==> config.mk <==
export PLATFORM = sky130hd
export DESIGN_NAME = lcc_link_regs
export DESIGN_NICKNAME = d
export VERILOG_FILES = /design/src/lcc_pkg.sv /design/src/lcc_strap_if.sv /design/src/lcc_strap.sv /design/src/lcc_link_regs.sv
export SDC_FILE = /design/constraint.sdc
export NUM_CORES = 1
export LEC_CHECK = 0
export ABC_CLOCK_PERIOD_IN_PS = 1100
export BUFFER_PORTS_ARGS = -buffer_cell sky130_fd_sc_hd__buf_2
export CORE_MARGIN = 1.5
export CORE_UTILIZATION = 33
export CTS_CLUSTER_DIAMETER = 150
export DETAILED_ROUTE_END_ITERATION = 10
export PLACE_DENSITY = 0.74
export SLEW_MARGIN = 20
export SYNTH_ARGS = -nofsm -noshare
export SYNTH_HDL_FRONTEND = slang
export SYNTH_SLANG_ARGS = --single-unit
==> constraint.sdc <==
create_clock -name i_sys_clk -period 1.1 [get_ports i_sys_clk]
set_input_delay 0 -clock i_sys_clk [delete_from_list [all_inputs] [get_ports i_sys_clk]]
set_output_delay 0 -clock i_sys_clk [all_outputs]
set_load 0.005 [all_outputs]
==> src/lcc_pkg.sv <==
// constants for the link capability and link control register pair
package lcc_pkg;
   // ----------------------------------------
   // register map
   // ----------------------------------------
   localparam int          ADDR_W        = 8;
   localparam int          DATA_W        = 32;
   localparam int          CTRL_W        = 16;
   localparam logic [7:0]  OFS_LINK_CAP  = 8'hbc;
   localparam logic [7:0]  OFS_LINK_CTRL = 8'hc0;

   // ----------------------------------------
   // capability word fields
   // ----------------------------------------
   localparam int          CAP_SPEED_LSB = 0;
   localparam int          CAP_WIDTH_LSB = 4;
   localparam int          CAP_ASPM_LSB  = 10;
   localparam int          CAP_L0S_LSB   = 12;
   localparam int          CAP_L1_LSB    = 15;
   localparam int          CAP_CPM_BIT   = 18;
   localparam int          CAP_DLLA_BIT  = 20;
   localparam int          CAP_PORT_LSB  = 24;
   localparam logic [3:0]  SPEED_2G5     = 4'h1;
   localparam logic [5:0]  WIDTH_X1      = 6'h01;
   localparam logic [1:0]  ASPM_L0S_L1   = 2'h3;
   localparam logic [2:0]  L0S_EXIT_LAT  = 3'h3;
   localparam logic [2:0]  L1_LAT_NO_CPM = 3'h0;
   localparam logic [2:0]  L1_LAT_CPM    = 3'h6;
   localparam logic        DLLA_CAPABLE  = 1'h0;
   localparam logic [7:0]  PORT_NUMBER   = 8'h00;

   // ----------------------------------------
   // control word fields
   // ----------------------------------------
   localparam int          CTL_ASPM_LSB  = 0;
   localparam int          CTL_CCLK_BIT  = 6;
   localparam int          CTL_XSYNC_BIT = 7;
   localparam int          CTL_CPM_BIT   = 8;
   localparam logic [1:0]  ASPM_RST      = 2'h0;
   localparam logic        BIT_RST       = 1'h0;

   // ----------------------------------------
   // strap capture
   // ----------------------------------------
   localparam logic [1:0]  STRAP_CPM_ON  = 2'h0;

   typedef enum logic {LCC_ST_WAIT, LCC_ST_DONE} lcc_strap_st_t;
endpackage : lcc_pkg

==> src/lcc_strap_if.sv <==
// strap result passed from the sampler to the register bank
`timescale 1ns/100ps
interface lcc_strap_if;
   logic cpm_on;
   logic captured;
   modport src  (output cpm_on, output captured);
   modport sink (input  cpm_on, input  captured);
endinterface : lcc_strap_if

==> src/lcc_strap.sv <==
// samples the bus request straps once after reset release
`timescale 1ns/100ps
module lcc_strap (
   input  wire logic        i_sys_clk,
   input  wire logic        i_nrst,
   input  wire logic        i_clk_en,
   input  wire logic [1:0]  i_req_n,
   lcc_strap_if.src         strap
);
   // ----------------------------------------
   // pin synchroniser
   // ----------------------------------------
   logic [1:0]              sync1;
   logic [1:0]              sync2;
   lcc_pkg::lcc_strap_st_t  state;
   lcc_pkg::lcc_strap_st_t  next_state;
   logic                    cpm_on;
   logic                    next_cpm_on;

   // no reset here: the flops must keep tracking the pins while reset is held,
   // otherwise the capture would always see the cleared value
   always_ff @(posedge i_sys_clk) begin
      if (i_clk_en) begin
         sync1 <= i_req_n;
         sync2 <= sync1;
      end
   end

   // ----------------------------------------
   // one-shot capture
   // ----------------------------------------
   // the synchroniser is primed during reset, so its output on the first
   // enabled edge after release is the level held at the release
   always_comb begin
      next_state  = state;
      next_cpm_on = cpm_on;
      unique case (state)
         lcc_pkg::LCC_ST_WAIT: begin
            next_cpm_on = (sync2 == lcc_pkg::STRAP_CPM_ON);
            next_state  = lcc_pkg::LCC_ST_DONE;
         end
         lcc_pkg::LCC_ST_DONE: begin
            next_state  = lcc_pkg::LCC_ST_DONE;
         end
      endcase
   end

   always_ff @(posedge i_sys_clk or negedge i_nrst) begin
      if (!i_nrst) begin
         state  <= lcc_pkg::LCC_ST_WAIT;
         cpm_on <= 1'h0;
      end else if (i_clk_en) begin
         state  <= next_state;
         cpm_on <= next_cpm_on;
      end
   end

   assign strap.cpm_on   = cpm_on;
   assign strap.captured = (state == lcc_pkg::LCC_ST_DONE);
endmodule : lcc_strap

==> src/lcc_link_regs.sv <==
// link capability and link control configuration registers
//
// Functional notes
// - max link speed bits 3:0 read constant 0001, writes ignored
// - max link width bits 9:4 read one-hot width code, read-only
// - aspm support bits 11:10 read 11; l0s exit latency reads 3h
// - l1 exit latency bits 17:15 read 0h, or 6h when strap enables clock pm
// - capability bit 18 reads 1 only when strap enables clock pm
// - request pins 1:0 both low at reset release enable clock pm
// - bit 20, reserved bits 19, 23:21 and port number 31:24 read zero
// - control bits 1:0 writable aspm control, reset 00
// - control bits 2, 3 and 15:9 read zero
// - control bit 8 writable only when strap enables clock pm, reset 0
`timescale 1ns/100ps
module lcc_link_regs #(
   parameter logic [5:0] MAX_WIDTH = lcc_pkg::WIDTH_X1
) (
   input  wire logic                        i_sys_clk,
   input  wire logic                        i_nrst,
   input  wire logic                        i_clk_en,
   input  wire logic [lcc_pkg::ADDR_W-1:0]  i_addr,
   input  wire logic [lcc_pkg::DATA_W-1:0]  i_wdata,
   input  wire logic                        i_wr,
   input  wire logic                        i_rd,
   output logic      [lcc_pkg::DATA_W-1:0]  o_rdata,
   input  wire logic [1:0]                  i_req_n,
   output logic                             o_strap_done,
   output logic                             o_cpm_capable,
   output logic      [1:0]                  o_aspm_ctrl,
   output logic                             o_common_clk,
   output logic                             o_ext_sync,
   output logic                             o_cpm_enable
);
   // ----------------------------------------
   // strap sampler
   // ----------------------------------------
   lcc_strap_if strap ();

   lcc_strap u_strap (
      .i_sys_clk (i_sys_clk),
      .i_nrst    (i_nrst),
      .i_clk_en  (i_clk_en),
      .i_req_n   (i_req_n),
      .strap     (strap.src)
   );

   // ----------------------------------------
   // capability word
   // ----------------------------------------
   logic [lcc_pkg::DATA_W-1:0] cap_word;

   always_comb begin
      cap_word = '0; // reserved bits 19, 23:21 stay zero
      cap_word[lcc_pkg::CAP_SPEED_LSB +: 4] = lcc_pkg::SPEED_2G5;
      cap_word[lcc_pkg::CAP_WIDTH_LSB +: 6] = MAX_WIDTH;
      cap_word[lcc_pkg::CAP_ASPM_LSB +: 2]  = lcc_pkg::ASPM_L0S_L1;
      cap_word[lcc_pkg::CAP_L0S_LSB +: 3]   = lcc_pkg::L0S_EXIT_LAT;
      cap_word[lcc_pkg::CAP_L1_LSB +: 3]    = strap.cpm_on ? lcc_pkg::L1_LAT_CPM
                                                           : lcc_pkg::L1_LAT_NO_CPM;
      cap_word[lcc_pkg::CAP_CPM_BIT]        = strap.cpm_on;
      cap_word[lcc_pkg::CAP_DLLA_BIT]       = lcc_pkg::DLLA_CAPABLE;
      cap_word[lcc_pkg::CAP_PORT_LSB +: 8]  = lcc_pkg::PORT_NUMBER;
   end

   // ----------------------------------------
   // control word storage
   // ----------------------------------------
   logic [1:0] aspm_ctrl;
   logic       common_clk;
   logic       ext_sync;
   logic       cpm_enable;
   logic [1:0] next_aspm_ctrl;
   logic       next_common_clk;
   logic       next_ext_sync;
   logic       next_cpm_enable;
   logic       ctrl_wr;

   assign ctrl_wr = i_wr && (i_addr == lcc_pkg::OFS_LINK_CTRL);

   // writes to the capability word decode to nothing at all
   always_comb begin
      next_aspm_ctrl  = aspm_ctrl;
      next_common_clk = common_clk;
      next_ext_sync   = ext_sync;
      next_cpm_enable = cpm_enable;
      if (ctrl_wr) begin
         next_aspm_ctrl  = i_wdata[lcc_pkg::CTL_ASPM_LSB +: 2];
         next_common_clk = i_wdata[lcc_pkg::CTL_CCLK_BIT];
         next_ext_sync   = i_wdata[lcc_pkg::CTL_XSYNC_BIT];
         // without the strap the bit is read-only and stays at reset value
         if (strap.cpm_on) begin
            next_cpm_enable = i_wdata[lcc_pkg::CTL_CPM_BIT];
         end
      end
   end

   always_ff @(posedge i_sys_clk or negedge i_nrst) begin
      if (!i_nrst) begin
         aspm_ctrl  <= lcc_pkg::ASPM_RST;
         common_clk <= lcc_pkg::BIT_RST;
         ext_sync   <= lcc_pkg::BIT_RST;
         cpm_enable <= lcc_pkg::BIT_RST;
      end else if (i_clk_en) begin
         aspm_ctrl  <= next_aspm_ctrl;
         common_clk <= next_common_clk;
         ext_sync   <= next_ext_sync;
         cpm_enable <= next_cpm_enable;
      end
   end

   // ----------------------------------------
   // read path
   // ----------------------------------------
   logic [lcc_pkg::CTRL_W-1:0] ctrl_word;
   logic [lcc_pkg::DATA_W-1:0] rdata;
   logic [lcc_pkg::DATA_W-1:0] next_rdata;

   always_comb begin
      ctrl_word = '0; // bits 2, 3, 4, 5 and 15:9 read zero
      ctrl_word[lcc_pkg::CTL_ASPM_LSB +: 2] = aspm_ctrl;
      ctrl_word[lcc_pkg::CTL_CCLK_BIT]      = common_clk;
      ctrl_word[lcc_pkg::CTL_XSYNC_BIT]     = ext_sync;
      ctrl_word[lcc_pkg::CTL_CPM_BIT]       = cpm_enable;
   end

   // data stand for the single cycle after the strobe, zero otherwise;
   // unmapped addresses answer zero
   always_comb begin
      next_rdata = '0;
      if (i_rd) begin
         if (i_addr == lcc_pkg::OFS_LINK_CAP) begin
            next_rdata = cap_word;
         end else if (i_addr == lcc_pkg::OFS_LINK_CTRL) begin
            next_rdata = {{(lcc_pkg::DATA_W-lcc_pkg::CTRL_W){1'b0}}, ctrl_word};
         end
      end
   end

   always_ff @(posedge i_sys_clk or negedge i_nrst) begin
      if (!i_nrst) begin
         rdata <= '0;
      end else if (i_clk_en) begin
         rdata <= next_rdata;
      end
   end

   // ----------------------------------------
   // outputs
   // ----------------------------------------
   assign o_rdata       = rdata;
   assign o_strap_done  = strap.captured;
   assign o_cpm_capable = strap.cpm_on;
   assign o_aspm_ctrl   = aspm_ctrl;
   assign o_common_clk  = common_clk;
   assign o_ext_sync    = ext_sync;
   assign o_cpm_enable  = cpm_enable;
endmodule : lcc_link_regs

# == After elaboration in Yosys (flattened, before gate mapping) ==
# Cells that the tools add are included.
# word_totals
reg_bits,43
inputBits,47
output_inout_bits,39
wordCells,21
# classes
eq_ne,2
mux,4
bitwise,1
n_reduce_logical,5
# op_table
cell,n
32-bit two-way mux,1
19-bit two-way mux,1
"8-bit equality test, second input constant",2
9-bit two-way mux,1
2-bit AND reduction,2
3-bit two-way mux,1
3-bit AND reduction,1
2-bit zero test,1
1-bit logical AND,1
1-bit NOT,1

# == Depth between registers and ports, before layout ==
# Gate-level depths: netlist of the first run.
# depth
ltp_word,4
ltp_mapped,3
mapped_depth_nobuf,3

# == Cells and area by module ==
# Synthesis of the first run repeated with hierarchy kept, for this count alone.
# unflattened
hier_cells,73
hier_area_um2,942.2
# by_module_without_submodules
mod,n_inst,cells_per_inst,area_per_inst_um2,seq_area_each_um2
lcc_link_regs,1,63,733.2,300.3
lcc_strap,1,10,209.0,170.2

# == Least setup slack after synthesis of the first run ==
# No wires, ideal clock.
# synth_path
path_kind,register to register
startpoint,"reg u_strap.cpm_on, in the netlist u_strap.strap.cpm_on"
endpoint,"reg cpm_enable, in the netlist o_cpm_enable"
setup_time_ns,0.125
t_arrival_ns,0.940
t_required_ns,0.975
slack_ns,0.036
path_stages_with_launch,4
n_path_buf,0
period_less_slack_ns,1.064
cell_sequence,dfrtp_1 and2_1 nand4_1 mux2_2
# synth_between
elab_chain_len,1
# synth_rtl
item,line,source
"start, declared",lcc_strap.sv:17,logic cpm_on;
"start signal, assigned",lcc_strap.sv:54,cpm_on <= next_cpm_on;
3-bit AND reduction (no source line),-,
"end signal, assigned",lcc_link_regs.sv:102,cpm_enable <= lcc_pkg::BIT_RST;
"end signal, assigned",lcc_link_regs.sv:107,cpm_enable <= next_cpm_enable;
"end, declared",lcc_link_regs.sv:71,logic cpm_enable;
# No other way between the ends.
# A chain may end at the register's enable or synchronous reset.

# == Final worst setup path of the first run ==
# Ends and elaborated chain as after synthesis.

==> impl_metrics.env, run 1 <==
export IMPL_yosys_register_bits=18
export IMPL_die_area_sq_um=3140
export IMPL_postSynth_topFlopCell="sky130_fd_sc_hd__dfrtp_1"
export IMPL_ys_top_cells_by_count="25 x sky130_fd_sc_hd__buf_4, 14 x sky130_fd_sc_hd__dfrtp_1, 7 x sky130_fd_sc_hd__inv_1"
export IMPL_timing_setup_critical_path_class="reg2reg"
export IMPL_core_rowCount=19
export IMPL_ctsHtreeMaxLevel=1
export IMPL_power_leakage_nw=0.628
export IMPL_cp_end_kind="register"
export IMPL_drt_wl_total_um=1850
export IMPL_drt_pre_antenna_iters=2
export IMPL_grt_antenna_before_repair=0
export IMPL_synth_async_reset_ratio_pct=77.8
export IMPL_clock_fmax_ghz=0.940
export IMPL_finalHoldViolations=0
export IMPL_clock_insertion_delay_worst_skew_ns=0.28
export IMPL_die_width_um=56.1
export IMPL_clkTransAtPathRegs_ns=0.09
export IMPL_place_port_buffers=39
export IMPL_areaGrowthSynthToFinish_pct=26.8
export IMPL_initial_utilization_pct=34.3
export IMPL_pin_count_of_the_biggest_net_entering_global_routing=15
export IMPL_worst_hold_path_num_cells=3
export IMPL_tritoncts_buffers=3
export IMPL_max_cap_viol_count=0
export IMPL_core_area_sq_um=2710
export IMPL_io_pins=86
export IMPL_timing_hold_worst_class="in2reg"
export IMPL_yosys_warnings=0
export IMPL_cp_start_kind="register"
export IMPL_yosys_area_top_type_share_pct=37.7
export IMPL_detailed_place_area_sq_um=1060
export IMPL_synth_avg_cell_area_sq_um=11.9
export IMPL_crit_reg_reg_endpoint="o_cpm_enable"
export IMPL_vias=670
export IMPL_post_route_cell_area_sq_um=1180
export IMPL_drt_first_iter_violations=12
export IMPL_r2r_path_start="u_strap.strap.cpm_on"
export IMPL_run_status="complete, no violations"
export IMPL_grt_first_pass_wirelength_um=3020
export IMPL_reg2reg_depth=3
export IMPL_antenna_cells_inserted=0
export IMPL_ir_drop_mv=0.562
export IMPL_first_global_vias=699
export IMPL_worstHoldEndpoint="o_rdata[17]"
export IMPL_synth_cell_types=19
export IMPL_period_minus_slack_ns=1.06
export IMPL_crit_arrival_ns=1.24
export IMPL_cts_root_buf="sky130_fd_sc_hd__clkbuf_4"
export IMPL_grt_ovfl_total=0
export IMPL_worstPathRequired_ns=1.27
export IMPL_worst_hold_startpoint="i_addr[2]"
export IMPL_power_density_nw_per_um2=1060
export IMPL_cts_tree="built"
export IMPL_yosysMostFrequentCell="sky130_fd_sc_hd__buf_4"
export IMPL_drt_wirelength_per_cell_um=11.9
export IMPL_post_synth_main_area_contributors="sky130_fd_sc_hd__dfrtp_1 38%, sky130_fd_sc_hd__buf_4 20%, sky130_fd_sc_hd__edfxtp_1 13%, sky130_fd_sc_hd__mux2_2 6.1%, sky130_fd_sc_hd__o2bb2ai_1 4.7%"
export IMPL_regToRegSetupSlack_ns=0.04
export IMPL_antenna_left=0
export IMPL_num_fill_cells=254
export IMPL_dp_hpwl_um=1490
export IMPL_detailed_route_vias_per_instance=4.32
export IMPL_timing_final_setup_violations=0
export IMPL_synth_area_sq_um=930
export IMPL_post_cts_buffers=0
export IMPL_fin_skew_ns=0.000954
export IMPL_setup_tns_final_ns=0
export IMPL_final_nets=172
export IMPL_route_detailed_drc=0
export IMPL_drive_gt1_share_pct=43.5
export IMPL_clock_sink_count=18
export IMPL_groute_usage_overall_pct=12.5
export IMPL_cts_path_max_buffers=2
export IMPL_post_synthesis_cell_type_with_the_largest_combined_area="sky130_fd_sc_hd__dfrtp_1"
export IMPL_seq_area_frac_synth_pct=50.6
export IMPL_maximum_fanout_along_the_worst_path=2
export IMPL_power_total_mw=1.25
export IMPL_min_period_over_period_pct=96.7
export IMPL_maxSlewViolCount=0
export IMPL_unrepaired_setup_endpoints_after_global_routing="false"
export IMPL_number_of_enable_type_register_cells_in_the_synthesized_netlist=4
export IMPL_dieHeight_um=56.1
export IMPL_cell_count_after_synthesis=78
export IMPL_gp_congestion=0.737
## kinds of logic after synthesis
| family | count (synthesis) | share of synthesized area, % |
|---|---|---|
| AOI/OAI and AO/OA | 8 | 6.73 |
| other | 1 | 0.403 |
| and+or+nand+nor | 14 | 13.2 |
| buffers and inverters | 32 | 23.0 |
| muxes | 5 | 6.06 |
| DFF | 18 | 50.6 |
## timing repair
item	in CTS	in global routing
hold endpoints to repair	21	0
endpoints found under the setup margin	0	1
hold buffers	8	0
resized for setup	0	1
## worst max-delay path, stage by stage, from the launching register on
cell	delay, ns
sky130_fd_sc_hd__dfrtp_1	0.39
sky130_fd_sc_hd__and2_1	0.15
sky130_fd_sc_hd__nand4_1	0.11
sky130_fd_sc_hd__mux2_4	0.31
## how the worst max path moves through the flow
| stage | from | to | slack [ns] | cells after the start |
|---|---|---|---|---|
| 4_1_cts | u_strap.strap.cpm_on | o_cpm_enable | 0.008 | 3 |
| 3_3_place_gp | u_strap.strap.cpm_on | o_cpm_enable | 0.04 | 3 |
| 5_1_grt | u_strap.strap.cpm_on | o_cpm_enable | 0.0005 | 3 |
| 2_1_floorplan | u_strap.strap.cpm_on | o_cpm_enable | 0.04 | 3 |
| 3_5_place_dp | u_strap.strap.cpm_on | o_cpm_enable | 0.02 | 3 |
| 6_report | u_strap.strap.cpm_on | o_cpm_enable | 0.04 | 3 |
## flip-flops by register name (all words and copies together), names as in the netlist
register / flops
o_common_clk: 1
u_strap.strap.captured: 1
u_strap.sync2: 2
u_strap.sync1: 2
o_aspm_ctrl: 2
u_strap.strap.cpm_on: 1
o_ext_sync: 1
o_rdata: 7
o_cpm_enable: 1
## report_power, final
part           internal [mW]  switching, mW  leakage [nW]
combinational         0.0722         0.0740         0.380
sequential             0.703        0.00815         0.228
clock                  0.201          0.188        0.0210
## through the flow
| stage | setup WS [ns] | utilization [%] | hold WS, ns | std cells |
|---|---|---|---|---|
| after CTS | 0.00826 | 43.4 | 0.0435 | 155 |
| after detailed placement | 0.0182 | 39.1 | -0.0905 | 143 |
| after global placement | 0.0410 | 39.1 | -0.0990 | 143 |
| final | 0.0361 | 43.5 | 0.0566 | 155 |
| after global routing | 0.000516 | 43.5 | 0.0596 | 155 |
| after floorplan | 0.0356 | - | -0.296 | 96 |
## cell usage in the layout, fill, tap and decap left out, drive strengths merged
cell type,count
and2,2
and4b,1
and4bb,1
buf,41
clkbuf,4
conb,19
dfrtp,14
dlygate4sd3,8
edfxtp,4
inv,7
mux2,5
nand2,1
nand3,1
nand4,5
nor2,1
nor3b,1
o21ai,2
o2bb2ai,5
o41ai,1
or2,1
## cell type report
class                   count  area (sq um)  area share [%]
clock buffers               4          36.3            3.08
inverters                   7          26.3            2.23
multi-input cells          46           317            26.9
flip-flops and latches     18           470            39.9
well taps                  31          38.8            3.29
repair buffers             49           290            24.6
## metal layers
layer	share of wire, %	global-route usage, %
met5	0	0
met4	0	4.42
met3	8.4	3.95
met2	50	21.8
met1	42	14.2
(Power assumes the default switching activity.)
==> run 2, diff against run 1 <==
--- a/config.mk
+++ b/config.mk
@@ -11,7 +11,7 @@
 export CORE_UTILIZATION = 33
 export CTS_CLUSTER_DIAMETER = 150
 export DETAILED_ROUTE_END_ITERATION = 10
-export PLACE_DENSITY = 0.74
+export PLACE_DENSITY_LB_ADDON = 0.08
 export SLEW_MARGIN = 20
 export SYNTH_ARGS = -nofsm -noshare
 export SYNTH_HDL_FRONTEND = slang
==> impl_metrics.env, run 2 (same netlist as run 1, synthesis figures left out) <==
export IMPL_unrepaired_setup_endpoints_after_global_routing="false"
export IMPL_route_detailed_drc=0
export IMPL_num_fill_cells=267
export IMPL_power_leakage_nw=0.622
export IMPL_core_area_sq_um=2710
export IMPL_clkTransAtPathRegs_ns=0.10
export IMPL_crit_arrival_ns=1.25
export IMPL_timing_hold_worst_class="in2reg"
export IMPL_post_cts_buffers=0
export IMPL_die_area_sq_um=3140
export IMPL_drive_gt1_share_pct=42.7
export IMPL_layout_common_cells="39 x sky130_fd_sc_hd__buf_2, 19 x sky130_fd_sc_hd__conb_1, 14 x sky130_fd_sc_hd__dfrtp_1"
export IMPL_dieHeight_um=56.1
export IMPL_run_status="complete, no violations"
export IMPL_cpLargestDelayFamily="flip-flops"
export IMPL_vias=673
export IMPL_cts_path_max_buffers=2
export IMPL_antenna_cells_inserted=0
export IMPL_detailed_route_vias_per_instance=4.34
export IMPL_drt_pre_antenna_iters=4
export IMPL_timing_setup_critical_path_class="reg2reg"
export IMPL_gp_congestion=0.648
export IMPL_finalHoldViolations=0
export IMPL_clock_insertion_delay_worst_skew_ns=0.29
export IMPL_tritoncts_buffers=3
export IMPL_max_cap_viol_count=0
export IMPL_initial_utilization_pct=34.3
export IMPL_areaGrowthSynthToFinish_pct=25.7
export IMPL_place_port_buffers=39
export IMPL_timing_final_setup_violations=0
export IMPL_io_pins=86
export IMPL_drt_first_iter_violations=4
export IMPL_leading_cell_type_in_the_layout_fill_and_taps_excluded="sky130_fd_sc_hd__buf_2"
export IMPL_antenna_left=0
export IMPL_ir_drop_mv=0.739
export IMPL_worstPathRequired_ns=1.28
export IMPL_reg2reg_depth=3
export IMPL_cts_tree="built"
export IMPL_drt_wl_total_um=1770
export IMPL_largest_reg_flops=7
export IMPL_timing_critical_path_slowest_cell_delay_ns=0.39
export IMPL_cp_start_kind="register"
export IMPL_critical_path_n_buffers_inverters=0
export IMPL_grt_antenna_before_repair=0
export IMPL_fin_hold_ws_ns=0.0202
export IMPL_core_rowCount=19
export IMPL_final_nets=172
export IMPL_clock_fmax_ghz=0.933
export IMPL_pin_count_of_the_biggest_net_entering_global_routing=15
export IMPL_first_global_vias=625
export IMPL_die_width_um=56.1
export IMPL_groute_usage_overall_pct=12.1
export IMPL_cts_root_buf="sky130_fd_sc_hd__clkbuf_4"
export IMPL_post_route_cell_area_sq_um=1170
export IMPL_period_minus_slack_ns=1.07
export IMPL_maxSlewViolCount=0
export IMPL_worst_hold_path_num_cells=3
export IMPL_crit_chain="and2_1 -> nand4_1 -> mux2_4"
export IMPL_grt_first_pass_wirelength_um=2820
export IMPL_drt_wirelength_per_cell_um=11.4
export IMPL_maximum_fanout_along_the_worst_path=2
export IMPL_cp_end_kind="register"
export IMPL_min_period_over_period_pct=97.4
export IMPL_power_total_mw=1.20
export IMPL_dp_hpwl_um=1360
export IMPL_grt_ovfl_total=0
export IMPL_setup_tns_final_ns=0
export IMPL_clock_sink_count=18
export IMPL_timing_critical_path_depth=3
export IMPL_detailed_place_area_sq_um=1060
export IMPL_cp_slowest_cell="sky130_fd_sc_hd__dfrtp_1"
export IMPL_fin_skew_ns=0.00870
export IMPL_power_density_nw_per_um2=1020
export IMPL_ctsHtreeMaxLevel=1
run 2: changes by cell type in the layout (fill, tap and decap cells not counted):
cell / delta
sky130_fd_sc_hd__clkbuf_1: +1
sky130_fd_sc_hd__clkbuf_8: -1
run 2: final timing paths:
path                                      start                     end  slack (ns)
min reg2reg                    u_strap.sync2[1]    u_strap.strap.cpm_on        0.43
min in group asynchronous                i_nrst  u_strap.strap.captured        0.14
max                        u_strap.strap.cpm_on            o_cpm_enable        0.03
max in group asynchronous                i_nrst            o_common_clk        0.71
min                                   i_addr[2]              o_rdata[0]        0.02
max reg2reg                u_strap.strap.cpm_on            o_cpm_enable        0.03
run 2: worst min-delay path, delay by kind of cell:
kind | cells | cell delay, ns
buffers and inverters | 1 | 0.10
and+or+nand+nor | 2 | 0.17
run 2: area by class of cell:
class                      count  area, sq um  area share (%)
sequential                    18          470            40.3
multi-input combinational     46          317            27.1
timing repair buffer          49          290            24.8
tap                           31         38.8            3.32
clock buffer                   4         26.3            2.25
inverter                       7         26.3            2.25
run 2: where the power goes:
part	total [mW]	internal, mW	leakage [nW]	switching [mW]
combinational	0.146	0.0722	0.380	0.0741
clock	0.339	0.141	0.0150	0.198
sequential	0.712	0.703	0.228	0.00805
run 2: metrics by stage:
| stage | util, % | cells | worst slack (ns) |
|---|---|---|---|
| after global placement | 39.1 | 143 | 0.0442 |
| after global routing | 43.1 | 155 | 0.0104 |
| after detailed placement | 39.1 | 143 | 0.0418 |
| after CTS | 43.0 | 155 | 0.0188 |
| final | 43.1 | 155 | 0.0285 |
| after floorplan | - | 96 | 0.0356 |
run 2: routing by layer:
metal | up-vias | share of wire [%] | global-route usage, %
li1 | 317 | - | -
met1 | 311 | 41 | 14.2
met2 | 40 | 49 | 19.8
met3 | 5 | 8.3 | 3.49
met4 | 0 | 1.9 | 6.12
met5 | - | 0 | 0
run 2: timing repair:
action / CTS / global route
resized for setup: 0 / 1
endpoints found under the hold margin: 21 / 0
setup endpoints to repair: 0 / 1
hold buffers: 8 / 0
